===== config.mk =====
export PLATFORM = sky130hd
export DESIGN_NAME = ccs_top
export DESIGN_NICKNAME = d
export VERILOG_FILES = /design/src/ccs_pkg.sv /design/src/ccs_top.sv
export SDC_FILE = /design/constraint.sdc
export NUM_CORES = 1
export LEC_CHECK = 0
export BUFFER_PORTS_ARGS = -buffer_cell sky130_fd_sc_hd__buf_2
export CELL_PAD_IN_SITES_DETAIL_PLACEMENT = 1
export CELL_PAD_IN_SITES_GLOBAL_PLACEMENT = 1
export CORE_MARGIN = 8
export CORE_UTILIZATION = 50
export CTS_BUF_LIST = sky130_fd_sc_hd__clkbuf_8
export CTS_CLUSTER_SIZE = 40
export DETAILED_ROUTE_END_ITERATION = 7
export GPL_TIMING_DRIVEN = 0
export HOLD_SLACK_MARGIN = 0.1
export PLACE_DENSITY_LB_ADDON = 0.15
export SETUP_SLACK_MARGIN = 0.1
export SKIP_CTS_REPAIR_TIMING = 1
export SLEW_MARGIN = 20
export SYNTH_ARGS = -nofsm -noshare
export SYNTH_HDL_FRONTEND = slang
export SYNTH_SLANG_ARGS = --single-unit

===== constraint.sdc =====
create_clock -name aclk -period 4.9 [get_ports aclk]
set_clock_uncertainty 0.2 [all_clocks]
set_input_delay 0.735 -clock aclk [delete_from_list [all_inputs] [get_ports aclk]]
set_output_delay 0.735 -clock aclk [all_outputs]
set_load 0.03 [all_outputs]

===== src/ccs_pkg.sv =====
// Package of constants and types for the charge cycle supervisor
package ccs_pkg;
    // Register byte offsets
    localparam logic [7:0] CCS_CTRL_OFS = 8'h00;
    localparam logic [7:0] CCS_STAT_OFS = 8'h04;
    localparam logic [7:0] CCS_PRE_OFS = 8'h08;
    localparam logic [7:0] CCS_FAST_OFS = 8'h0c;
    // Control field positions and reset value
    localparam int CCS_CTRL_ALT = 0;
    localparam int CCS_CTRL_HOST = 1;
    localparam logic [31:0] CCS_CTRL_RST = 32'h0000_0000;
    // Timer reset values, in seconds ticks
    localparam logic [31:0] CCS_PRE_RST = 32'h0000_0708;
    localparam logic [31:0] CCS_FAST_RST = 32'h0000_4650;
    // Clock and blink timing
    localparam int CCS_CLK_HZ = 125000000;
    localparam int CCS_BLINK_MHZ = 500;
    localparam int CCS_HALF_CYC = (CCS_CLK_HZ / 1000 * 1000) / (2 * CCS_BLINK_MHZ) * 1000;
    // AXI responses
    localparam logic [1:0] CCS_RESP_OK = 2'h0;
    localparam logic [1:0] CCS_RESP_ERR = 2'h2;
    // Charge states
    typedef enum logic [8:0] {
        CCS_SLEEP = 9'h001,
        CCS_IDLE = 9'h002,
        CCS_PRE = 9'h004,
        CCS_FAST = 9'h008,
        CCS_VREG = 9'h010,
        CCS_DONE = 9'h020,
        CCS_FAULT = 9'h040,
        CCS_OVP = 9'h080,
        CCS_DETECT = 9'h100
    } ccs_state_e;
endpackage


===== src/ccs_top.sv =====
// Charge cycle supervisor sequencer with AXI4-Lite register slave
//
// Design decisions made here: the address map and register access over AXI4-Lite.
`timescale 1ns/1ns
module ccs_top
    import ccs_pkg::*;
#(
    parameter int HALF_CYC = CCS_HALF_CYC,
    parameter int SEC_CYC = CCS_CLK_HZ
)(
    // Clock and reset
    input wire logic aclk,
    input wire logic aresetn,
    // Analog comparator results
    input wire logic supply_ok,
    input wire logic above_wake,
    input wire logic below_recharge,
    input wire logic below_precharge_exit,
    input wire logic at_regulation,
    input wire logic below_term_current,
    input wire logic over_voltage,
    input wire logic temp_ok,
    input wire logic batt_short,
    // Timer pin state from comparators
    input wire logic timer_pin_low,
    input wire logic timer_pin_high,
    // Host controls
    input wire logic charge_en_n,
    input wire logic rate_select,
    // Power stage controls
    output logic switch_en,
    output logic fast_rate,
    output logic probe_current,
    // Open-drain indicators, enable high means pulled low
    output logic indicator_a,
    output logic indicator_b,
    output logic supply_present_out,
    // AXI4-Lite slave
    input wire logic [7:0] s_axi_awaddr,
    input wire logic s_axi_awvalid,
    output logic s_axi_awready,
    input wire logic [31:0] s_axi_wdata,
    input wire logic [3:0] s_axi_wstrb,
    input wire logic s_axi_wvalid,
    output logic s_axi_wready,
    output logic [1:0] s_axi_bresp,
    output logic s_axi_bvalid,
    input wire logic s_axi_bready,
    input wire logic [7:0] s_axi_araddr,
    input wire logic s_axi_arvalid,
    output logic s_axi_arready,
    output logic [31:0] s_axi_rdata,
    output logic [1:0] s_axi_rresp,
    output logic s_axi_rvalid,
    input wire logic s_axi_rready
);
    ccs_state_e state_r, state_nxt;
    logic [31:0] ctrl_r, pre_lim_r, fast_lim_r;
    logic [31:0] sec_cnt_r, tmr_r;
    logic [31:0] blink_cnt_r;
    logic blink_r, en_n_d_r, pin_low_d_r, fault_hi_r;
    logic [7:0] aw_addr_r;
    logic aw_have_r, w_have_r;
    logic [31:0] w_data_r;
    logic [3:0] w_strb_r;

    // Merge write data under the byte strobes
    function automatic logic [31:0] ccs_merge(input logic [31:0] old, input logic [31:0] nw,
                                              input logic [3:0] stb);
        logic [31:0] res;
        res = old;
        for (int i = 0; i < 4; i++)
            if (stb[i])
                res[i*8 +: 8] = nw[i*8 +: 8];
        return res;
    endfunction

    // Mode and event decode
    wire host_mode = ctrl_r[CCS_CTRL_HOST];
    wire alt_enc = ctrl_r[CCS_CTRL_ALT];
    wire en_fall = en_n_d_r & ~charge_en_n;
    wire en_rise = ~en_n_d_r & charge_en_n;
    wire en_toggle = en_fall | en_rise;
    wire pin_rise = pin_low_d_r & ~timer_pin_low;
    wire term_on = ~timer_pin_low & ~host_mode;
    wire timer_on = ~timer_pin_low & ~timer_pin_high & ~host_mode;
    wire suspend = ~temp_ok;
    wire in_charge = (state_r == CCS_PRE) | (state_r == CCS_FAST) | (state_r == CCS_VREG);
    wire sec_tick = (sec_cnt_r == 32'(SEC_CYC - 1));
    wire clr_tmr = en_fall | pin_rise | (state_nxt != state_r);
    wire pre_exp = timer_on & (tmr_r >= pre_lim_r);
    wire fast_exp = timer_on & (tmr_r >= fast_lim_r);
    wire restart = en_toggle | pin_rise;

    // Next charge state
    always_comb
    begin
        state_nxt = state_r;
        case (state_r)
            CCS_SLEEP:
                if (above_wake)
                    state_nxt = CCS_IDLE;
            CCS_IDLE:
                if (!charge_en_n && temp_ok)
                    state_nxt = (below_precharge_exit && !host_mode) ? CCS_PRE : CCS_FAST;
            CCS_PRE:
                if (!below_precharge_exit)
                    state_nxt = CCS_FAST;
                else if (pre_exp && !suspend)
                    state_nxt = CCS_FAULT;
            CCS_FAST:
                if (at_regulation)
                    state_nxt = CCS_VREG;
                else if (fast_exp && !suspend)
                    state_nxt = CCS_FAULT;
            CCS_VREG:
                if (term_on && below_term_current)
                    state_nxt = CCS_DONE;
                else if (fast_exp && !suspend)
                    state_nxt = CCS_FAULT;
            CCS_DONE:
                if (below_recharge)
                    state_nxt = CCS_DETECT;
            CCS_FAULT:
                if (fault_hi_r && below_recharge)
                    state_nxt = CCS_DETECT;
            CCS_OVP:
                if (below_recharge)
                    state_nxt = CCS_IDLE;
            CCS_DETECT:
                if (batt_short || !below_recharge)
                    state_nxt = CCS_IDLE;
            default:
                state_nxt = CCS_SLEEP;
        endcase
        // Global overrides, ordered by priority
        if (restart && state_r != CCS_SLEEP && state_r != CCS_OVP)
            state_nxt = CCS_IDLE;
        if (charge_en_n && in_charge)
            state_nxt = CCS_IDLE;
        if (over_voltage && state_r != CCS_SLEEP)
            state_nxt = CCS_OVP;
        if (!supply_ok)
            state_nxt = CCS_SLEEP;
    end

    // Sequencer state and edge history
    always_ff @(posedge aclk)
    begin
        if (!aresetn)
        begin
            state_r <= CCS_SLEEP;
            en_n_d_r <= 1'b1;
            pin_low_d_r <= 1'b0;
        end
        else
        begin
            state_r <= state_nxt;
            en_n_d_r <= charge_en_n;
            pin_low_d_r <= timer_pin_low;
        end
    end

    // Fault sub-condition: battery has been above recharge since the timeout
    always_ff @(posedge aclk)
    begin
        if (!aresetn)
            fault_hi_r <= 1'b0;
        else if (state_r != CCS_FAULT)
            fault_hi_r <= 1'b0;
        else if (!below_recharge)
            fault_hi_r <= 1'b1;
    end

    // Safety timer; held during suspend rather than reset
    always_ff @(posedge aclk)
    begin
        if (!aresetn || clr_tmr)
        begin
            sec_cnt_r <= '0;
            tmr_r <= '0;
        end
        else if (in_charge && timer_on && !suspend)
        begin
            sec_cnt_r <= sec_tick ? '0 : sec_cnt_r + 32'h1;
            if (sec_tick)
                tmr_r <= tmr_r + 32'h1;
        end
    end

    // Blink square wave, free running so phase is independent of state
    always_ff @(posedge aclk)
    begin
        if (!aresetn)
        begin
            blink_cnt_r <= '0;
            blink_r <= 1'b0;
        end
        else if (blink_cnt_r == 32'(HALF_CYC - 1))
        begin
            blink_cnt_r <= '0;
            blink_r <= ~blink_r;
        end
        else
            blink_cnt_r <= blink_cnt_r + 32'h1;
    end

    // Output decode
    wire chg_nxt = (state_nxt == CCS_PRE) | (state_nxt == CCS_FAST) | (state_nxt == CCS_VREG);
    wire blink_state = (state_nxt == CCS_FAULT) | (chg_nxt & suspend) | (state_nxt == CCS_DETECT &
                       batt_short);
    wire ind_a_nxt = alt_enc & blink_state ? blink_r : (chg_nxt & ~suspend);
    wire ind_b_nxt = (state_nxt == CCS_DONE);
    wire sw_nxt = chg_nxt & ~suspend & ~charge_en_n;
    wire fast_nxt = host_mode ? rate_select : (state_nxt != CCS_PRE);
    wire probe_nxt = (state_nxt == CCS_FAULT) & ~fault_hi_r & below_recharge;

    // Registered outputs
    always_ff @(posedge aclk)
    begin
        if (!aresetn)
        begin
            switch_en <= 1'b0;
            fast_rate <= 1'b0;
            probe_current <= 1'b0;
            indicator_a <= 1'b0;
            indicator_b <= 1'b0;
            supply_present_out <= 1'b0;
        end
        else
        begin
            switch_en <= sw_nxt;
            fast_rate <= fast_nxt;
            probe_current <= probe_nxt;
            indicator_a <= ind_a_nxt;
            indicator_b <= ind_b_nxt;
            supply_present_out <= (state_nxt != CCS_SLEEP);
        end
    end

    // AXI decode: address and data may arrive in either order
    wire aw_take = s_axi_awvalid & s_axi_awready;
    wire w_take = s_axi_wvalid & s_axi_wready;
    wire wr_go = aw_have_r & w_have_r & ~s_axi_bvalid;
    wire wr_ctrl = wr_go & (aw_addr_r == CCS_CTRL_OFS);
    wire wr_pre = wr_go & (aw_addr_r == CCS_PRE_OFS);
    wire wr_fast = wr_go & (aw_addr_r == CCS_FAST_OFS);
    wire wr_ok = wr_ctrl | wr_pre | wr_fast;
    wire rd_take = s_axi_arvalid & s_axi_arready;
    wire rd_ok = (s_axi_araddr == CCS_CTRL_OFS) | (s_axi_araddr == CCS_STAT_OFS) |
                 (s_axi_araddr == CCS_PRE_OFS) | (s_axi_araddr == CCS_FAST_OFS);
    wire [31:0] stat_word = {tmr_r[15:0], 7'h0, state_r};
    wire [31:0] rd_mux = (s_axi_araddr == CCS_CTRL_OFS) ? ctrl_r :
                         (s_axi_araddr == CCS_STAT_OFS) ? stat_word :
                         (s_axi_araddr == CCS_PRE_OFS) ? pre_lim_r :
                         (s_axi_araddr == CCS_FAST_OFS) ? fast_lim_r : 32'h0;

    // Write channel capture and response
    always_ff @(posedge aclk)
    begin
        if (!aresetn)
        begin
            s_axi_awready <= 1'b0;
            s_axi_wready <= 1'b0;
            aw_have_r <= 1'b0;
            w_have_r <= 1'b0;
            aw_addr_r <= '0;
            w_data_r <= '0;
            w_strb_r <= '0;
            s_axi_bvalid <= 1'b0;
            s_axi_bresp <= CCS_RESP_OK;
        end
        else
        begin
            s_axi_awready <= ~aw_have_r & ~aw_take & ~s_axi_bvalid;
            s_axi_wready <= ~w_have_r & ~w_take & ~s_axi_bvalid;
            if (aw_take)
            begin
                aw_have_r <= 1'b1;
                aw_addr_r <= s_axi_awaddr;
            end
            if (w_take)
            begin
                w_have_r <= 1'b1;
                w_data_r <= s_axi_wdata;
                w_strb_r <= s_axi_wstrb;
            end
            if (wr_go)
            begin
                aw_have_r <= 1'b0;
                w_have_r <= 1'b0;
                s_axi_bvalid <= 1'b1;
                s_axi_bresp <= wr_ok ? CCS_RESP_OK : CCS_RESP_ERR;
            end
            else if (s_axi_bvalid && s_axi_bready)
                s_axi_bvalid <= 1'b0;
        end
    end

    // Software registers
    always_ff @(posedge aclk)
    begin
        if (!aresetn)
        begin
            ctrl_r <= CCS_CTRL_RST;
            pre_lim_r <= CCS_PRE_RST;
            fast_lim_r <= CCS_FAST_RST;
        end
        else
        begin
            if (wr_ctrl)
                ctrl_r <= ccs_merge(ctrl_r, w_data_r, w_strb_r) & 32'h3;
            if (wr_pre)
                pre_lim_r <= ccs_merge(pre_lim_r, w_data_r, w_strb_r);
            if (wr_fast)
                fast_lim_r <= ccs_merge(fast_lim_r, w_data_r, w_strb_r);
        end
    end

    // Read channel
    always_ff @(posedge aclk)
    begin
        if (!aresetn)
        begin
            s_axi_arready <= 1'b0;
            s_axi_rvalid <= 1'b0;
            s_axi_rdata <= '0;
            s_axi_rresp <= CCS_RESP_OK;
        end
        else
        begin
            s_axi_arready <= ~s_axi_rvalid & ~rd_take & ~s_axi_arready;
            if (rd_take)
            begin
                s_axi_rvalid <= 1'b1;
                s_axi_rdata <= rd_mux;
                s_axi_rresp <= rd_ok ? CCS_RESP_OK : CCS_RESP_ERR;
            end
            else if (s_axi_rvalid && s_axi_rready)
                s_axi_rvalid <= 1'b0;
        end
    end
endmodule // ccs_top


After elaboration in Yosys (flattened, before gate mapping)
Cells that the tools add are included.
- add/subtract/negate cells: 3
- order comparisons: 2
- eq/ne operators: 28
- mux-type cells: 30
- bitwise logic cells: 61
- reduce and logical (&&, ||, !) cells: 37
- operator list (cell ; count):
    2-to-1 mux 32 bit ; 5
    2-to-1 mux 9 bit ; 15
    adder 32 x 1 -> 32 bit, second input constant ; 3
    one-hot mux 9 bit (9 select lines) ; 1
    equality test 32 x 27 -> 1 bit, second input constant ; 2
    greater-or-equal comparator 32 bit ; 2
    equality test 8 x 4 -> 1 bit, second input constant ; 4
    AND 1 bit ; 29
    AND reduction 2 bit ; 10
    equality test 9 x 3 -> 1 bit, second input constant ; 2
    equality test 9 x 4 -> 1 bit, second input constant ; 2
    equality test 9 x 5 -> 1 bit, second input constant ; 2
    equality test 9 x 6 -> 1 bit, second input constant ; 2
    equality test 9 x 7 -> 1 bit, second input constant ; 2
    equality test 9 bit, second input constant ; 2
    != test 9 x 1 -> 1 bit, second input constant ; 2
    NOT 1 bit ; 17
    logical NOT 8 bit ; 2
    bitwise OR 1 bit ; 15
    logical AND 1 bit ; 14
    equality test 9 x 1 -> 1 bit, second input constant ; 1
    equality test 9 x 2 -> 1 bit, second input constant ; 1
    equality test 9 x 8 -> 1 bit, second input constant ; 1
    != test 9 x 3 -> 1 bit, second input constant ; 1
    11 further kinds ; 24
- register bits after elaboration: 268
- bits of input ports: 72
- output and inout bits: 47

Logic depth before layout (Yosys ltp)
- depth in word-level cells: 20
- gate-level depth with buffers: 12
- gate-level depth less buffers: 10

Least setup slack after synthesis
Ideal clock, no wire load.
- path type: in2reg
- from: input timer_pin_low
- to: register sec_cnt_r[11]
- library setup time: 0.137 ns
- arrival: 3.022 ns
- required time: 4.563 ns
- setup slack: 1.541 ns
- stages: 9
- buffers on the path: 2
- path through: or4b_2 nor3_1 nand3_1 a31oi_1 nor3_1 nor2b_1 clkbuf_1 clkbuf_1 nor4_2
- cells in the longest elaborated chain, start to end: 15
- elaborated cells between the ends (all ways): 29
- those cells by class: eq/ne (1); mux (10); bitwise (10); reduce/logical (8)
- RTL lines (what ; RTL line ; text):
    start, declared ; ccs_top.sv:25 ; input wire logic timer_pin_low,
    NOT 1 bit * ; ccs_top.sv:84, ccs_top.sv:85, ccs_top.sv:86 ;
    AND 1 bit (2 in a row) ; ccs_top.sv:86 ; wire timer_on = ~timer_pin_low & ~timer_pin_high & ~host_mode;
    AND 1 bit (on tied branches) ; ccs_top.sv:92, ccs_top.sv:91 ;
    logical AND 1 bit (on tied branches) ; ccs_top.sv:114, ccs_top.sv:119, ccs_top.sv:109 ;
    2-to-1 mux 9 bit (on tied branches) ; ccs_top.sv:114, ccs_top.sv:119, ccs_top.sv:109 ;
    2-to-1 mux 9 bit (on tied branches) ; ccs_top.sv:117, ccs_top.sv:107, ccs_top.sv:112 ;
    one-hot mux 9 bit (9 select lines) ; ccs_top.sv:99 ; case (state_r)
    2-to-1 mux 9 bit ; ccs_top.sv:137 ; if (restart && state_r != CCS_SLEEP && state_r != CCS_OVP)
    2-to-1 mux 9 bit ; ccs_top.sv:139 ; if (charge_en_n && in_charge)
    2-to-1 mux 9 bit ; ccs_top.sv:141 ; if (over_voltage && state_r != CCS_SLEEP)
    2-to-1 mux 9 bit ; ccs_top.sv:143 ; if (!supply_ok)
    != test 9 bit ; ccs_top.sv:90 ; wire clr_tmr = en_fall | pin_rise | (state_nxt != state_r);
    bitwise OR 1 bit ; ccs_top.sv:90 ;
    logical OR 1 bit ; ccs_top.sv:178 ; if (!aresetn || clr_tmr)
    end signal, assigned ; ccs_top.sv:185 ; sec_cnt_r <= sec_tick ? '0 : sec_cnt_r + 32'h1;
    end, declared ; ccs_top.sv:59 ; logic [31:0] sec_cnt_r, tmr_r;
Every way passes the cells marked *; elsewhere a longest branch is shown, timed or not.
A chain may end at the register's enable or synchronous reset.

Worst setup path after layout
- from: register ctrl_r[1]
- to: register sec_cnt_r[14]
- cells in the longest elaborated chain, start to end: 14
- elaborated cells between the ends (all ways): 27
- those cells by class: eq/ne (1); mux (12); bitwise (6); reduce/logical (8)
- RTL lines (what ; RTL line ; text):
    start, declared ; ccs_top.sv:58 ; logic [31:0] ctrl_r, pre_lim_r, fast_lim_r;
    start signal, assigned ; ccs_top.sv:312 ; ctrl_r <= ccs_merge(ctrl_r, w_data_r, w_strb_r) & 32'h3;
    NOT 1 bit ; ccs_top.sv:85, ccs_top.sv:86 ;
    AND 1 bit ; ccs_top.sv:86 ;
    AND 1 bit (on tied branches) ; ccs_top.sv:92, ccs_top.sv:91 ;
    logical AND 1 bit (on tied branches) ; ccs_top.sv:114, ccs_top.sv:119, ccs_top.sv:109 ;
    2-to-1 mux 9 bit (on tied branches) ; ccs_top.sv:114, ccs_top.sv:119, ccs_top.sv:109 ;
    2-to-1 mux 9 bit (on tied branches) ; ccs_top.sv:117, ccs_top.sv:107, ccs_top.sv:112 ;
    one-hot mux 9 bit (9 select lines) ; ccs_top.sv:99 ;
    2-to-1 mux 9 bit ; ccs_top.sv:137 ;
    2-to-1 mux 9 bit ; ccs_top.sv:139 ;
    2-to-1 mux 9 bit ; ccs_top.sv:141 ;
    2-to-1 mux 9 bit ; ccs_top.sv:143 ;
    != test 9 bit ; ccs_top.sv:90 ;
    bitwise OR 1 bit ; ccs_top.sv:90 ;
    logical OR 1 bit ; ccs_top.sv:178 ;
Several ways; a longest one is shown, not always the timed one.

==> run metrics <==
slew at the pin closest to its max-slew limit 1150 ps; CP Max Fanout 10; Nets roughly 2000; Setup CP Type reg2reg; Post-synth EDFFs 0; FILL cells 3326; Pleak 6.04 nW; vias in the first global route ~13000; most frequent cells in the layout dfxtp_1 (266), nand2_1 (259), nor2_1 (183); most common cell after layout, fill and taps aside dfxtp_1; layout cell share with drive strength beyond 1 11.7%; vias after detailed routing 12800; CTS tree done; slew margin rel. 22.3%; DR DRC count 0; ys async rst share 0%; CTS root buf clkbuf_8; routability congestion estimate 0.952; Overall Global Routing Usage 27.0%; number of inserted diodes 0; clk sink count 266; Initial Util 51.0%; GRT overflow 0; TritonRoute pass-1 iters 5; Synth Warn # 0; Vias per Instance 5.79; Power Dens Cells 298 nW/um^2; Worst Path Required roughly 5100 ps; pre-CTS setup slack approximately 370 ps; TritonCTS Buffers 47; Routed Antenna Nets 0; Port Buffers 113; final cell utilization of the core 58.3%; Min Hold Slack 198 ps; initial DRC count approximately 780; ys flop type dfxtp_1; RSZ-0062 raised after global routing false; CTS clk-pin slew, worst paths roughly 60 ps; antenna violations before repair 0; Final Worst Setup Slack 424 ps; minimum clock period 4480 ps; Startpoint Class flop; endpoints failing hold 0; cell count after synthesis 1685; H-tree level count 2; CP arrival 4700 ps; setup slack, reg-to-reg 420 ps; TNS Setup 0 ps; maximum clock insertion buffer count 3; Pins Over Slew Limit 0; Inst Count DP roughly 2100; Seq cells post-synth ~270; fin cells 2213; fin crit share 91.4%; Yosys cell types 69; total core area 26100 um^2; first-pass GRT wire length slightly below 70 mm; number of max-cap violations 0; final setup fails 0; final WL about 43 mm; outcome finished, final reports clean; type of the most critical hold path in2reg; Cell Area, Synth 13300 um^2; peak supply drop 232 uV; die area 32100 um^2; clk_lat worst skew between 500 and 600 ps; Avg Inst Size Synth 7.91 um^2; Seq/Total Area, Yosys 39.9%; die extent in x 179 um; # rows 59; die height 179 um; Worst setup EP type flop; area grow syn2layout 14.3%; Routed WL per cell 19.6 um; largest net degree at the start of global routing 13; Fmax around 220 MHz; I/O pin count 119; Post-DP HPWL about 33 mm
==> worst paths after layout <==
| check | to | cells past startpoint | startpoint |
|---|---|---|---|
| worst min register to register | aw_addr_r[5]$_SDFFE_PN0P_ | 2 | aw_addr_r[5]$_SDFFE_PN0P_ |
| worst min-delay path | w_data_r[4]$_SDFFE_PN0P_ | 3 | s_axi_wdata[4] |
| worst max register to register | sec_cnt_r[14]$_SDFFE_PP0P_ | 10 | ctrl_r[1]$_SDFFE_PN0P_ |
| worst max-delay path | sec_cnt_r[14]$_SDFFE_PP0P_ | 10 | ctrl_r[1]$_SDFFE_PN0P_ |
==> critical path: stages, from the launching register on <==
cell	delay [ps]
dfxtp_1	290
clkbuf_1	230
or4b_2	830
nor3_1	540
nand3_1	270
a31oi_1	480
nor3_1	200
nor2b_1	140
clkbuf_1	420
clkbuf_1	590
nor3_1	120
==> Yosys cell counts, types with 3 or more instances <==
library cell  number  area [um^2]
nor3b_1            9         67.6
buf_2              7         35.0
xnor2_1           34          298
nand2b_1           9         56.3
nor2b_1           11         68.8
ha_1              68          851
a22oi_1            5         37.5
or4_1              4         30.0
nand3_1           84          420
dfxtp_1          266         5330
o31a_1             3         26.3
nor4_1            17          106
or2_2              4         25.0
mux2i_1           42          420
nor3_1            67          335
xor2_1            57          499
and3_1            26          163
o21ai_0           69          345
and2_1             8         50.1
nor4_2             8          100
nand4b_1           3         26.3
inv_1             76          285
clkbuf_1          72          270
nor4b_1            6         52.6
or3_1              4         25.0
nand4_1           38          238
o2111a_1           3         33.8
nand2_1          259          972
buf_1              7         26.3
a21oi_1          172          861
nor2_1           183          687
and4_1             4         35.0
a31oi_1            7         43.8
==> metrics by stage <==
step | cell area [um^2] | total power, mW
floorplan | 13300 | 2.44
global placement | 14300 | 2.55
detailed placement | 14300 | 2.56
CTS | 15200 | 4.55
global route | 15200 | 4.69
finish | 15200 | 4.54
==> where the power goes <==
group / internal (mW) / leakage (nW) / total (mW) / switching [mW]
combinational: 0.0934 / 3.39 / 0.305 / 0.212
sequential: 2.19 / 2.15 / 2.22 / 0.0244
clock: 1.08 / 0.507 / 2.01 / 0.934
==> flip-flops by register name, indices dropped and copies added, names as in the netlist, 2 cells and up <==
register,flops
fast_lim_r,32
blink_cnt_r,32
s_axi_rdata,32
pre_lim_r,32
ctrl_r,2
tmr_r,32
state_r,9
w_data_r,32
aw_addr_r,8
sec_cnt_r,32
w_strb_r,4
==> cells by family (layout without fill, tap and decap cells) <==
kind of cell | after synthesis | count (layout) | share of synthesized area (%)
xor gates and xnor gates | 91 | 91 | 5.98
muxes | 44 | 44 | 3.49
AOI/OAI and AO/OA | 290 | 290 | 12.3
and+or+nand+nor | 758 | 758 | 26.9
adders and majority gates | 68 | 68 | 6.38
buffers and inverters | 167 | 359 | 4.94
other | 1 | 2 | 0.0281
DFF | 266 | 266 | 39.9
==> routing by layer <==
metal	vias to the layer above	wire [um]	part of all wire (%)	track usage, %
li1	6133	-	-	-
met1	6212	19200	44	34.1
met2	368	20100	46	45.6
met3	108	2750	6.4	5.03
met4	0	1240	2.9	9.20
met5	-	0	0	0
==> layout make-up <==
type / instances / area, um^2 / share of cell area [%]
Sequential cell: 266 / 5330 / 35.0
Inverter: 77 / 289 / 1.90
Timing Repair Buffer: 113 / 566 / 3.71
Clock inverter: 20 / 97.6 / 0.641
Multi-Input combinational cell: 1253 / 7360 / 48.3
Buffer: 90 / 369 / 2.42
Clock buffer: 59 / 812 / 5.33
Tap cell: 335 / 419 / 2.75
(Power assumes the default switching activity.)
